===== config.mk =====
export PLATFORM = sky130hd
export DESIGN_NAME = ccs_top
export DESIGN_NICKNAME = d
export VERILOG_FILES = /design/src/ccs_pkg.sv /design/src/ccs_ctrl_if.sv /design/src/ccs_sync.sv /design/src/ccs_regs.sv /design/src/ccs_top.sv
export SDC_FILE = /design/constraint.sdc
export NUM_CORES = 1
export LEC_CHECK = 0
export ABC_AREA = 1
export BUFFER_PORTS_ARGS = -buffer_cell sky130_fd_sc_hd__buf_2
export CELL_PAD_IN_SITES_DETAIL_PLACEMENT = 1
export CELL_PAD_IN_SITES_GLOBAL_PLACEMENT = 2
export CORE_UTILIZATION = 36
export DETAILED_ROUTE_END_ITERATION = 16
export GPL_TIMING_DRIVEN = 0
export PLACE_DENSITY = 0.95
export SKIP_CTS_REPAIR_TIMING = 1
export SLEW_MARGIN = 40
export SYNTH_ARGS = -nofsm -noshare
export SYNTH_HDL_FRONTEND = slang
export SYNTH_HIERARCHICAL = 1
export SYNTH_SLANG_ARGS = --single-unit

===== constraint.sdc =====
create_clock -name CLK -period 8.5 [get_ports CLK]
set_input_delay 0 -clock CLK [delete_from_list [all_inputs] [get_ports CLK]]
set_output_delay 0 -clock CLK [all_outputs]
set_load 0.005 [all_outputs]

===== src/ccs_pkg.sv =====
// Constants, types and lookup functions of the CPU clock select block.
// Functional notes
// - Clock mode strapped from config pins at reset.
// - Code 001: CPU clock is input halved.
// - Prescaler half-period equals one input period.
// - Code 011: CPU follows input; PLL runs only for the watchdog.
// - Other codes: PLL multiplies by coded factor.
// - PLL resynchronises to input every F transitions.
// - Both CPU clock edges mark timing units.
// - Direct drive: two half-periods equal input period.
// - Watchdog only in direct or prescaler mode.
// - Watchdog enabled after reset; bit 4 disables.
// - Free PLL clock counts; input transition clears.
// - Sixteen free clocks without transition: fail over.
// - Failover is sticky until hardware reset.
// - Watchdog disabled: oscillator feeds CPU, PLL off.
package ccs_pkg;
  // ****************************************
  // Register map
  // ****************************************
  localparam logic [7:0] SYS_CFG_OFS = 8'h00;
  localparam logic [7:0] STATUS_OFS = 8'h04;
  localparam int OWD_DISABLE_BIT = 4;
  localparam logic SYS_CFG_RESET = 1'b0;
  localparam int STAT_MODE_LSB = 0;
  localparam int STAT_FAILED_BIT = 3;
  localparam int STAT_PLL_BIT = 4;
  localparam int STAT_IRQ_BIT = 5;
  // ****************************************
  // Configuration codes
  // ****************************************
  localparam logic [2:0] CFG_PRESC = 3'h1;
  localparam logic [2:0] CFG_DIRECT = 3'h3;
  localparam logic [2:0] CFG_RESET = 3'h7;
  // ****************************************
  // Timing
  // ****************************************
  localparam int CLK_KHZ = 40000;
  localparam int PLL_FREE_HALF_NS = 50;
  localparam logic [2:0] PLL_FREE_HALF_CYC =
    3'((PLL_FREE_HALF_NS * CLK_KHZ + 999999) / 1000000);
  localparam logic [4:0] WD_OVERFLOW = 5'h10;
  localparam logic [1:0] STRAP_DELAY = 2'h3;
  typedef enum logic [1:0] {
    SRC_HOLD = 2'b00,
    SRC_OSC = 2'b01,
    SRC_PLL = 2'b10,
    SRC_FREE = 2'b11
  } ccs_src_t;
  // Twice the multiplication factor, so that 1.5 and 2.5 stay integral.
  function automatic logic [3:0] ccs_mult2(input logic [2:0] code);
    case (code)
      3'h7: ccs_mult2 = 4'h8;
      3'h6: ccs_mult2 = 4'h6;
      3'h5: ccs_mult2 = 4'h4;
      3'h4: ccs_mult2 = 4'ha;
      3'h2: ccs_mult2 = 4'h3;
      3'h0: ccs_mult2 = 4'h5;
      default: ccs_mult2 = 4'h2;
    endcase
  endfunction
  // Input transitions between resyncs; fractional factors use two.
  function automatic logic [2:0] ccs_resync(input logic [2:0] code);
    case (code)
      3'h7: ccs_resync = 3'h4;
      3'h6: ccs_resync = 3'h3;
      3'h4: ccs_resync = 3'h5;
      default: ccs_resync = 3'h2;
    endcase
  endfunction
endpackage


===== src/ccs_ctrl_if.sv =====
// Control and status bundle between the register slave and the core.
`timescale 1ns/1ps
interface ccs_ctrl_if;
  logic owd_disable;
  logic irq_flag;
  logic fail_event;
  logic failed;
  logic pll_on;
  logic [2:0] mode;
  modport regs (output owd_disable, irq_flag,
                input fail_event, failed, pll_on, mode);
  modport core (input owd_disable, irq_flag,
                output fail_event, failed, pll_on, mode);
endinterface


===== src/ccs_sync.sv =====
// Two-flop synchroniser for inputs from outside the clock domain.
`timescale 1ns/1ps
module ccs_sync #(
  parameter int W = 1
) (
  // Clocking
  input wire logic clk,
  input wire logic arst_n,
  input wire logic ce,
  // Data
  input wire logic [W-1:0] d,
  output logic [W-1:0] q
);
  logic [W-1:0] meta_reg;
  logic [W-1:0] meta_next;
  logic [W-1:0] q_next;
  always_comb
  begin
    meta_next = ce ? d : meta_reg;
    q_next = ce ? meta_reg : q;
  end
  always_ff @(posedge clk or negedge arst_n)
  begin
    if (!arst_n)
    begin
      meta_reg <= '0;
      q <= '0;
    end
    else
    begin
      meta_reg <= meta_next;
      q <= q_next;
    end
  end
endmodule // ccs_sync


===== src/ccs_regs.sv =====
// Classic Wishbone slave with the configuration and status registers.
`timescale 1ns/1ps
module ccs_regs (
  // Clocking
  input wire logic clk,
  input wire logic arst_n,
  input wire logic ce,
  // Wishbone
  input wire logic cyc,
  input wire logic stb,
  input wire logic we,
  input wire logic [7:0] adr,
  input wire logic [3:0] sel,
  input wire logic [31:0] dat_w,
  output logic [31:0] dat_r,
  output logic ack,
  // Core
  ccs_ctrl_if.regs ctl
);
  logic ack_reg;
  logic ack_next;
  logic [31:0] dat_reg;
  logic [31:0] dat_next;
  logic owd_dis_reg;
  logic owd_dis_next;
  logic irq_reg;
  logic irq_next;
  logic take;
  always_comb
  begin
    take = ce && cyc && stb && !ack_reg;
    ack_next = ce ? take : ack_reg;
    dat_next = dat_reg;
    owd_dis_next = owd_dis_reg;
    irq_next = irq_reg;
    if (take && we && sel[0] && adr == ccs_pkg::SYS_CFG_OFS)
      owd_dis_next = dat_w[ccs_pkg::OWD_DISABLE_BIT];
    if (take && we && sel[0] && adr == ccs_pkg::STATUS_OFS &&
        dat_w[ccs_pkg::STAT_IRQ_BIT])
      irq_next = 1'b0;
    // A failure in the clearing cycle must not be lost, so set wins.
    if (ce && ctl.fail_event)
      irq_next = 1'b1;
    if (take && !we)
    begin
      dat_next = 32'h0;
      if (adr == ccs_pkg::SYS_CFG_OFS)
        dat_next[ccs_pkg::OWD_DISABLE_BIT] = owd_dis_reg;
      else if (adr == ccs_pkg::STATUS_OFS)
      begin
        dat_next[ccs_pkg::STAT_MODE_LSB +: 3] = ctl.mode;
        dat_next[ccs_pkg::STAT_FAILED_BIT] = ctl.failed;
        dat_next[ccs_pkg::STAT_PLL_BIT] = ctl.pll_on;
        dat_next[ccs_pkg::STAT_IRQ_BIT] = irq_reg;
      end
    end
  end
  always_ff @(posedge clk or negedge arst_n)
  begin
    if (!arst_n)
    begin
      ack_reg <= 1'b0;
      dat_reg <= 32'h0;
      owd_dis_reg <= ccs_pkg::SYS_CFG_RESET;
      irq_reg <= 1'b0;
    end
    else
    begin
      ack_reg <= ack_next;
      dat_reg <= dat_next;
      owd_dis_reg <= owd_dis_next;
      irq_reg <= irq_next;
    end
  end
  assign ack = ack_reg;
  assign dat_r = dat_reg;
  assign ctl.owd_disable = owd_dis_reg;
  assign ctl.irq_flag = irq_reg;
endmodule // ccs_regs


===== src/ccs_top.sv =====
// CPU clock source selection, PLL model and oscillator watchdog.
`timescale 1ns/1ps
module ccs_top (
  // Clocking
  input wire logic CLK,
  input wire logic ARST_N,
  input wire logic CE,
  // Pins
  input wire logic CLOCK_INPUT_PIN,
  input wire logic [2:0] CLOCK_CONFIG_PINS,
  // Wishbone
  input wire logic WB_CYC_I,
  input wire logic WB_STB_I,
  input wire logic WB_WE_I,
  input wire logic [7:0] WB_ADR_I,
  input wire logic [3:0] WB_SEL_I,
  input wire logic [31:0] WB_DAT_I,
  output logic [31:0] WB_DAT_O,
  output logic WB_ACK_O,
  // Clock outputs
  output logic CPU_CLK,
  output logic CPU_CLK_EDGE,
  output logic PLL_ON,
  output logic OSC_FAIL_IRQ
);
  // ****************************************
  // Synchronisers and register slave
  // ****************************************
  ccs_ctrl_if ctl ();
  logic xtal_s;
  logic [2:0] cfg_s;
  ccs_sync #(.W(4)) u_sync (
    .clk(CLK),
    .arst_n(ARST_N),
    .ce(CE),
    .d({CLOCK_INPUT_PIN, CLOCK_CONFIG_PINS}),
    .q({xtal_s, cfg_s})
  );
  ccs_regs u_regs (
    .clk(CLK),
    .arst_n(ARST_N),
    .ce(CE),
    .cyc(WB_CYC_I),
    .stb(WB_STB_I),
    .we(WB_WE_I),
    .adr(WB_ADR_I),
    .sel(WB_SEL_I),
    .dat_w(WB_DAT_I),
    .dat_r(WB_DAT_O),
    .ack(WB_ACK_O),
    .ctl(ctl)
  );
  // ****************************************
  // State
  // ****************************************
  ccs_pkg::ccs_src_t src_reg, src_next;
  logic [1:0] strap_cnt_reg, strap_cnt_next;
  logic [2:0] mode_reg, mode_next;
  logic xtal_d_reg, xtal_d_next;
  logic [2:0] free_cnt_reg, free_cnt_next;
  logic free_clk_reg, free_clk_next;
  logic [4:0] wd_reg, wd_next;
  logic failed_reg, failed_next;
  logic fail_ev_reg, fail_ev_next;
  logic [15:0] meas_reg, meas_next;
  logic [15:0] period_reg, period_next;
  logic [16:0] acc_reg, acc_next;
  logic [2:0] trans_reg, trans_next;
  logic pll_clk_reg, pll_clk_next;
  logic presc_reg, presc_next;
  logic cpu_reg, cpu_next;
  logic edge_reg, edge_next;
  logic xtal_edge, xtal_rise, osc_mode, wd_act, pll_on;
  logic free_tick, free_fall, resync;
  logic [16:0] acc_sum;
  // ****************************************
  // Next-state logic
  // ****************************************
  always_comb
  begin
    xtal_edge = xtal_s ^ xtal_d_reg;
    xtal_rise = xtal_s && !xtal_d_reg;
    osc_mode = mode_reg == ccs_pkg::CFG_PRESC ||
               mode_reg == ccs_pkg::CFG_DIRECT;
    wd_act = src_reg != ccs_pkg::SRC_HOLD && osc_mode &&
             !ctl.owd_disable && !failed_reg;
    pll_on = src_reg == ccs_pkg::SRC_PLL || failed_reg ||
             wd_act;
    free_tick = 1'b0;
    free_fall = 1'b0;
    resync = 1'b0;
    acc_sum = 17'h0;
    src_next = src_reg;
    strap_cnt_next = strap_cnt_reg;
    mode_next = mode_reg;
    xtal_d_next = xtal_s;
    free_cnt_next = 3'h0;
    free_clk_next = 1'b0;
    wd_next = 5'h0;
    failed_next = failed_reg;
    fail_ev_next = 1'b0;
    meas_next = meas_reg;
    period_next = period_reg;
    acc_next = acc_reg;
    trans_next = trans_reg;
    pll_clk_next = pll_clk_reg;
    presc_next = presc_reg;
    cpu_next = cpu_reg;
    // The free-running PLL clock runs only while something needs it.
    if (wd_act || failed_reg)
    begin
      free_clk_next = free_clk_reg;
      free_cnt_next = free_cnt_reg + 3'h1;
      if (free_cnt_reg == ccs_pkg::PLL_FREE_HALF_CYC - 3'h1)
      begin
        free_cnt_next = 3'h0;
        free_clk_next = !free_clk_reg;
        free_tick = !free_clk_reg;
        free_fall = free_clk_reg;
      end
    end
    if (wd_act)
    begin
      if (xtal_edge)
        wd_next = 5'h0;
      else if (free_tick)
        wd_next = wd_reg + 5'h1;
      else
        wd_next = wd_reg;
      if (wd_next == ccs_pkg::WD_OVERFLOW)
      begin
        failed_next = 1'b1;
        fail_ev_next = 1'b1;
        wd_next = 5'h0;
      end
    end
    // Period measurement and rate accumulator of the PLL model.
    if (src_reg == ccs_pkg::SRC_PLL)
    begin
      meas_next = (meas_reg == 16'hffff) ? meas_reg : meas_reg + 16'h1;
      if (xtal_rise)
      begin
        period_next = meas_next;
        meas_next = 16'h0;
      end
      acc_sum = acc_reg + {13'h0, ccs_pkg::ccs_mult2(mode_reg)};
      acc_next = acc_sum;
      if (period_reg != 16'h0 && acc_sum >= {1'b0, period_reg})
      begin
        acc_next = acc_sum - {1'b0, period_reg};
        pll_clk_next = !pll_clk_reg;
      end
      if (xtal_edge)
      begin
        trans_next = trans_reg + 3'h1;
        if (trans_next >= ccs_pkg::ccs_resync(mode_reg))
        begin
          resync = 1'b1;
          trans_next = 3'h0;
          acc_next = 17'h0;
        end
      end
    end
    if (xtal_rise && src_reg == ccs_pkg::SRC_OSC)
      presc_next = !presc_reg;
    case (src_reg)
      ccs_pkg::SRC_HOLD:
      begin
        cpu_next = 1'b0;
        strap_cnt_next = strap_cnt_reg + 2'h1;
        // The pins are read once the synchroniser has settled.
        if (strap_cnt_reg == ccs_pkg::STRAP_DELAY)
        begin
          mode_next = cfg_s;
          src_next = (cfg_s == ccs_pkg::CFG_PRESC ||
                      cfg_s == ccs_pkg::CFG_DIRECT) ?
                     ccs_pkg::SRC_OSC : ccs_pkg::SRC_PLL;
        end
      end
      ccs_pkg::SRC_OSC:
      begin
        if (mode_reg == ccs_pkg::CFG_PRESC)
          cpu_next = presc_next;
        else
          cpu_next = xtal_s;
        // Hand over only as the free clock falls, so no pulse is cut.
        if (failed_reg && free_fall)
        begin
          src_next = ccs_pkg::SRC_FREE;
          cpu_next = 1'b0;
        end
      end
      ccs_pkg::SRC_PLL:
        cpu_next = pll_clk_next;
      ccs_pkg::SRC_FREE:
        cpu_next = free_clk_next;
      default:
        src_next = ccs_pkg::SRC_HOLD;
    endcase
    edge_next = cpu_next != cpu_reg;
    if (!CE)
    begin
      src_next = src_reg;
      strap_cnt_next = strap_cnt_reg;
      mode_next = mode_reg;
      xtal_d_next = xtal_d_reg;
      free_cnt_next = free_cnt_reg;
      free_clk_next = free_clk_reg;
      wd_next = wd_reg;
      failed_next = failed_reg;
      fail_ev_next = fail_ev_reg;
      meas_next = meas_reg;
      period_next = period_reg;
      acc_next = acc_reg;
      trans_next = trans_reg;
      pll_clk_next = pll_clk_reg;
      presc_next = presc_reg;
      cpu_next = cpu_reg;
      edge_next = edge_reg;
    end
  end
  // ****************************************
  // Registers
  // ****************************************
  always_ff @(posedge CLK or negedge ARST_N)
  begin
    if (!ARST_N)
    begin
      src_reg <= ccs_pkg::SRC_HOLD;
      strap_cnt_reg <= 2'h0;
      mode_reg <= ccs_pkg::CFG_RESET;
      xtal_d_reg <= 1'b0;
      free_cnt_reg <= 3'h0;
      free_clk_reg <= 1'b0;
      wd_reg <= 5'h0;
      failed_reg <= 1'b0;
      fail_ev_reg <= 1'b0;
      meas_reg <= 16'h0;
      period_reg <= 16'h0;
      acc_reg <= 17'h0;
      trans_reg <= 3'h0;
      pll_clk_reg <= 1'b0;
      presc_reg <= 1'b0;
      cpu_reg <= 1'b0;
      edge_reg <= 1'b0;
    end
    else
    begin
      src_reg <= src_next;
      strap_cnt_reg <= strap_cnt_next;
      mode_reg <= mode_next;
      xtal_d_reg <= xtal_d_next;
      free_cnt_reg <= free_cnt_next;
      free_clk_reg <= free_clk_next;
      wd_reg <= wd_next;
      failed_reg <= failed_next;
      fail_ev_reg <= fail_ev_next;
      meas_reg <= meas_next;
      period_reg <= period_next;
      acc_reg <= acc_next;
      trans_reg <= trans_next;
      pll_clk_reg <= pll_clk_next;
      presc_reg <= presc_next;
      cpu_reg <= cpu_next;
      edge_reg <= edge_next;
    end
  end
  assign ctl.fail_event = fail_ev_reg;
  assign ctl.failed = failed_reg;
  assign ctl.pll_on = pll_on;
  assign ctl.mode = mode_reg;
  assign CPU_CLK = cpu_reg;
  assign CPU_CLK_EDGE = edge_reg;
  assign PLL_ON = pll_on;
  assign OSC_FAIL_IRQ = ctl.irq_flag;
endmodule // ccs_top


Word-level counts from Yosys, hierarchy flattened
Index checks and enable logic that the tools add are counted.
Storage, ports and cells
  latch bits: 0
  memories kept: 0
  register bits after elaboration: 92
  memory bits (writable): 0
  memory bits (read-only): 0
  output and inout bits: 37
Operators by class
  multiply operators: 0
  bitwise operators: 1
  equal/unequal tests: 20
  add/sub/neg operators: 7
  reduce and logical (&&, ||, !) cells: 44
  mux-type cells: 42
  order comparisons: 2
  div/mod/pow operators: 0
  shift operators: 0
Operator list (number)
  $mux 17: 3
  $mux 16: 2
  $mux 5: 5
  $pmux 4 s6: 1
  $add 17x4->17: 1
  $ge 17x16->1: 1
  $logic_and 1x1->1: 17
  $mux 1: 17
  $sub 17x16->17: 1
  $add 16x1->16 const B: 1
  $eq 16x16->1 const B: 1
  $reduce_bool 16->1: 1
  $mux 3: 5
  $eq 3x3->1 const B: 4
  $reduce_and 3->1: 4
  $eq 3x1->1 const B: 3
  $eq 3x2->1 const B: 3
  $pmux 3 s3: 1
  $eq 8x3->1 const B: 1
  $logic_not 1->1: 8
  $logic_not 8->1: 1
  $mux 4: 2
  $add 3x1->3 const B: 2
  $eq 2x2->1 const B: 3
  19 further kinds: 28

Logic depth before layout (Yosys ltp)
  word-level depth: 13
  depth in mapped cells: 32

Hierarchy
The synthesis kept the hierarchy.
By module, submodules not included
  ccs_top: area an instance 5131.2 µm², cells each 679, instances 1
  ccs_regs: area an instance 670.6 µm², cells each 92, instances 1
  ccs_sync: area an instance 305.3 µm², cells each 34, instances 1

Worst setup path after synthesis
No wires, ideal clock.
  kind: reg-to-reg
  start point: register mode_reg[2], in the netlist ctl.mode[2]
  end point: register acc_reg[6]
  arrival: 3.497 ns
  buffers on the path: 1
  cell stages (with the launch flop): 30
  library setup time: 0.129 ns
  setup slack: 4.875 ns
  required time: 8.371 ns
  cell sequence: dfstp_2 inv_1 o21ai_0 inv_1 nor2_1 inv_1 ha_1 nand3_1 nand2_1 nand2_1 a21oi_2 nand2_1 nor3_2 nand2_1 xor2_1 inv_1 ha_1 nand2_1 nor2_1 and3_1 nand2_1 nand2_1 nand2_1 nand3_2 nand2_4 inv_4 buf_6 nand2_1 o211ai_2 o21ai_0
On the way
  longest elaborated chain between the ends: 9
  elaborated cells on any way between the ends: 19
  those cells by class: add/sub (2); order compare (2); eq/ne (5); mux (8); reduce/logical (2)
Ends and longest elaborated chain
  start, declared: line ccs_top.sv:58  | logic [2:0] mode_reg, mode_next;
  start signal, assigned: line ccs_top.sv:231  | mode_reg <= ccs_pkg::CFG_RESET;
  start signal, assigned: line ccs_top.sv:251  | mode_reg <= mode_next;
  $eq 3x2->1 (tied with other cells): line ccs_pkg.sv:52  | case (code)
  $pmux 4 s6: line ccs_pkg.sv:52
  $mux 4: line ccs_top.sv:138  | if (src_reg == ccs_pkg::SRC_PLL)
  $add 17x4->17: line ccs_top.sv:146  | acc_sum = acc_reg + {13'h0, ccs_pkg::ccs_mult2(mode_reg)};
  $ge 17x16->1: line ccs_top.sv:148  | if (period_reg != 16'h0 && acc_sum >= {1'b0, period_reg})
  $logic_and 1x1->1: line ccs_top.sv:148
  $mux 17: line ccs_top.sv:148
  $mux 17: line ccs_top.sv:156  | if (trans_next >= ccs_pkg::ccs_resync(mode_reg))
  $mux 17 (*): line ccs_top.sv:153  | if (xtal_edge)
  end signal, assigned: line ccs_top.sv:260  | acc_reg <= acc_next;
  end, declared: line ccs_top.sv:67  | logic [16:0] acc_reg, acc_next;
Every way passes the cells marked *; elsewhere a longest branch is shown, timed or not. The select of a mux whose other input is x is not followed.
A chain may end at the register's enable or synchronous reset.

Final worst setup path
  start point: register mode_reg[0], in the netlist ctl.mode[0]
  end point: register acc_reg[5]
The elaborated chain is that of the path after synthesis.

==> impl_metrics.tcl <==
set metrics [dict create \
    synth_largest_area_cell "dfrtp_1" \
    antenna_cells 0 \
    cts_tree "built" \
    slew_violations 0 \
    synth_top_cell_area_share 0.365 \
    path_max_fanout 10 \
    skew_ns 0.00991 \
    initialDrtViolationCount 181 \
    synth_most_common_cell "nand2_1" \
    pre_cts_slack_ns 3.99 \
    grtUsageTotal 0.191 \
    busiest_layer "met2" \
    grtUsageMet2 0.335 \
    setup_slack_ns 4.00 \
    period_minus_slack_ns 4.50 \
    num-fill-cells 2119 \
    met3_usage 0.0258 \
    use_met1 0.249 \
    hold_slack_ns -0.0103 \
    worst_setup_path_start_kind "flip-flop" \
    start_util 0.368 \
    yosys.area_share.adder 0.0680 \
    grt_pass1_wl_um 26700 \
    fin_util 0.424 \
    synthToLayoutAreaGrowth_pct 15.0 \
    vias_per_cell 4.74 \
    layout.nets 967 \
    largest_reg_flops 17 \
    synthArstFlopShare 1.00 \
    synth-main-ff-cell "dfrtp_1" \
    synth_area_leaders "dfrtp_1, nand2_1, inv_1" \
    fmax_mhz 222 \
    r2r-start "ctl.mode[0]" \
    row_count 47 \
    hold_class "input pin to flip-flop" \
    fin_tns_setup_ns 0 \
    top_level_ports 91 \
    synth_edf_count 0 \
    fin_crit_sh 0.530 \
    cts_num_sinks 92 \
    wl_um 15700 \
    synth_seq_cells 92 \
    power.total_mw 2.20 \
    wire_per_inst_um 14.2 \
    drt.antenna.violating_nets 0 \
    die_area_um2 17500 \
    netlist_area_um2 6110 \
    synth_top_family_by_area "simple AND/OR/NAND/NOR gates" \
    die_h_um 132 \
    synth_simple_gate_area_frac 0.259 \
    yosysUniqueCellTypes 47 \
    remaining_drc_errors 0 \
    end_kind "flip-flop" \
    cap_violations 0 \
    post-place-cells 1082 \
    dpl.hpwl_um 12500 \
    io_buffers 31 \
    gp_congestion 0.775 \
    antenna_found_initial 0 \
    clk-insertion-delay-late_ns 0.35 \
    setup_viol 0 \
    avgSynthCellArea_um2 7.59 \
    crit_required_ns 8.72 \
    cts_max_path_buffers 2 \
    critical_path_arrival_ns 4.72 \
    die_width_um 132 \
    synth_compound_area_frac 0.125 \
    drive_above_1_share 0.151 \
    grt_overflow 0 \
    synth-seq-area-share 0.378 \
    coreArea_um2 16600 \
    rsz0062_at_grt "no" \
    status "complete, but fails checks" \
    synth_xor_xnor_area_share 0.0502 \
    critPathLaunch "ctl.mode[0]" \
    critical_path_class "flip-flop to flip-flop" \
    vias 5242 \
    instances_no_fill 1106 \
    place_area_um2 6670 \
    synth_cells 805 \
    cts_root_buf "clkbuf_16" \
    ir_worst_vdd_mv 0.126 \
    stdcell_area_um2 7030 \
    clk_pin_slew_ns 0.07 \
    pwr_density_cell_nw_per_um2 313 \
    yosysWarnings 6 \
    final_hold_viol_count 2 \
    cts-buffers-inserted 9 \
    drt_first_pass_iters 4 \
    htree_num_levels 3 \
    synthTopCellsByCount "nand2_1, inv_1, dfrtp_1, o21ai_0, nor2_1" \
    max-slew-margin-rel 0.531 \
    grt_max_degree 70 \
    violations "hold timing" \
    synthMuxAreaShare 0.00184 \
    leakage_nw 3.66 \
    worstMarginPinSlew_ns 0.685 \
    min_from "CE" \
    grt_pass1_vias 5455 \
]
## worst max-delay path: stages, from the launching register on
cell and delay (ns):
dfstp_2 0.59, inv_2 0.07, nand2_1 0.07, nand3_1 0.14, inv_1 0.14, nor2_1 0.06
ha_1 0.34, nand3_1 0.09, nand2_1 0.09, nand2_1 0.09, a21oi_2 0.22, nand2_1 0.12
nor2_1 0.19, xor2_1 0.25, inv_1 0.09, ha_1 0.35, nand2_1 0.10, inv_1 0.07
and3_1 0.19, nand2_1 0.08, nand2_1 0.09, nand2_1 0.10, nand3_2 0.14, nand2_4 0.18
buf_4 0.20, a21oi_1 0.08, o21ai_0 0.13, o21ai_0 0.12
## layout by cell type, fill, tap and decap left out, types with 5 or more instances in the layout
| cell | synthesis | layout |
|---|---|---|
| a21oi_1 | 36 | 36 |
| buf_2 | 5 | 35 |
| buf_4 | 27 | 27 |
| clkbuf_16 | 0 | 9 |
| clkinv_2 | 1 | 5 |
| conb_1 | 1 | 26 |
| dfrtp_1 | 89 | 89 |
| dlygate4sd3_1 | 0 | 8 |
| ha_1 | 30 | 30 |
| inv_1 | 109 | 109 |
| inv_2 | 7 | 7 |
| nand2_1 | 218 | 218 |
| nand2_2 | 5 | 5 |
| nand3_1 | 35 | 35 |
| nand4_1 | 7 | 7 |
| nor2_1 | 45 | 45 |
| nor2_2 | 9 | 9 |
| nor3_1 | 6 | 6 |
| nor3_2 | 5 | 5 |
| nor4_1 | 5 | 5 |
| o21ai_0 | 62 | 61 |
| o21ai_1 | 8 | 9 |
| o22ai_1 | 7 | 7 |
| xnor2_1 | 7 | 7 |
| xor2_1 | 28 | 28 |
## layout make-up
type | count | area [um^2] | area share
Multi-Input combinational cell | 581 | 3180 | 0.452
Timing Repair Buffer | 40 | 273 | 0.0388
Inverter | 119 | 453 | 0.0645
Clock buffer | 9 | 225 | 0.0321
Sequential cell | 92 | 2310 | 0.328
Buffer | 38 | 265 | 0.0378
Tap cell | 220 | 275 | 0.0392
Clock inverter | 7 | 51.3 | 0.00730
## cells by family after synthesis
| kind of cell | Yosys count |
|---|---|
| AND/OR/NAND/NOR | 351 |
| XOR/XNOR | 35 |
| flip-flops | 92 |
| adder cells (fa/ha/maj) | 32 |
| other | 1 |
| multiplexers | 1 |
| AO/OA/AOI/OAI | 136 |
| buffers and inverters | 157 |
## layer usage
layer  vias up  share of wire
met2        46           0.49
li1       2681              -
met3        15          0.019
met5         -              0
met1      2500           0.47
met4         0          0.012
## power breakdown
group	internal (mW)	total (mW)	leakage, nW	switching [mW]
Clock	0.201	0.380	0.143	0.180
Combinational	0.440	1.20	2.34	0.757
Sequential	0.538	0.618	1.18	0.0805
Total	1.18	2.20	3.66	1.02
## final timing paths
check	to	slack, ns	cells after the start
min in group asynchronous	trans_reg[0]	0.07	2
worst min register to register	u_sync/meta_reg[3]	0.47	2
worst max register to register	acc_reg[5]	4.00	27
max in group asynchronous	ctl.mode[1]	7.79	3
worst max-delay path	acc_reg[5]	4.00	27
worst min-delay path	u_regs/ack	-0.01	2
Power figures use the tool's default switching activity.
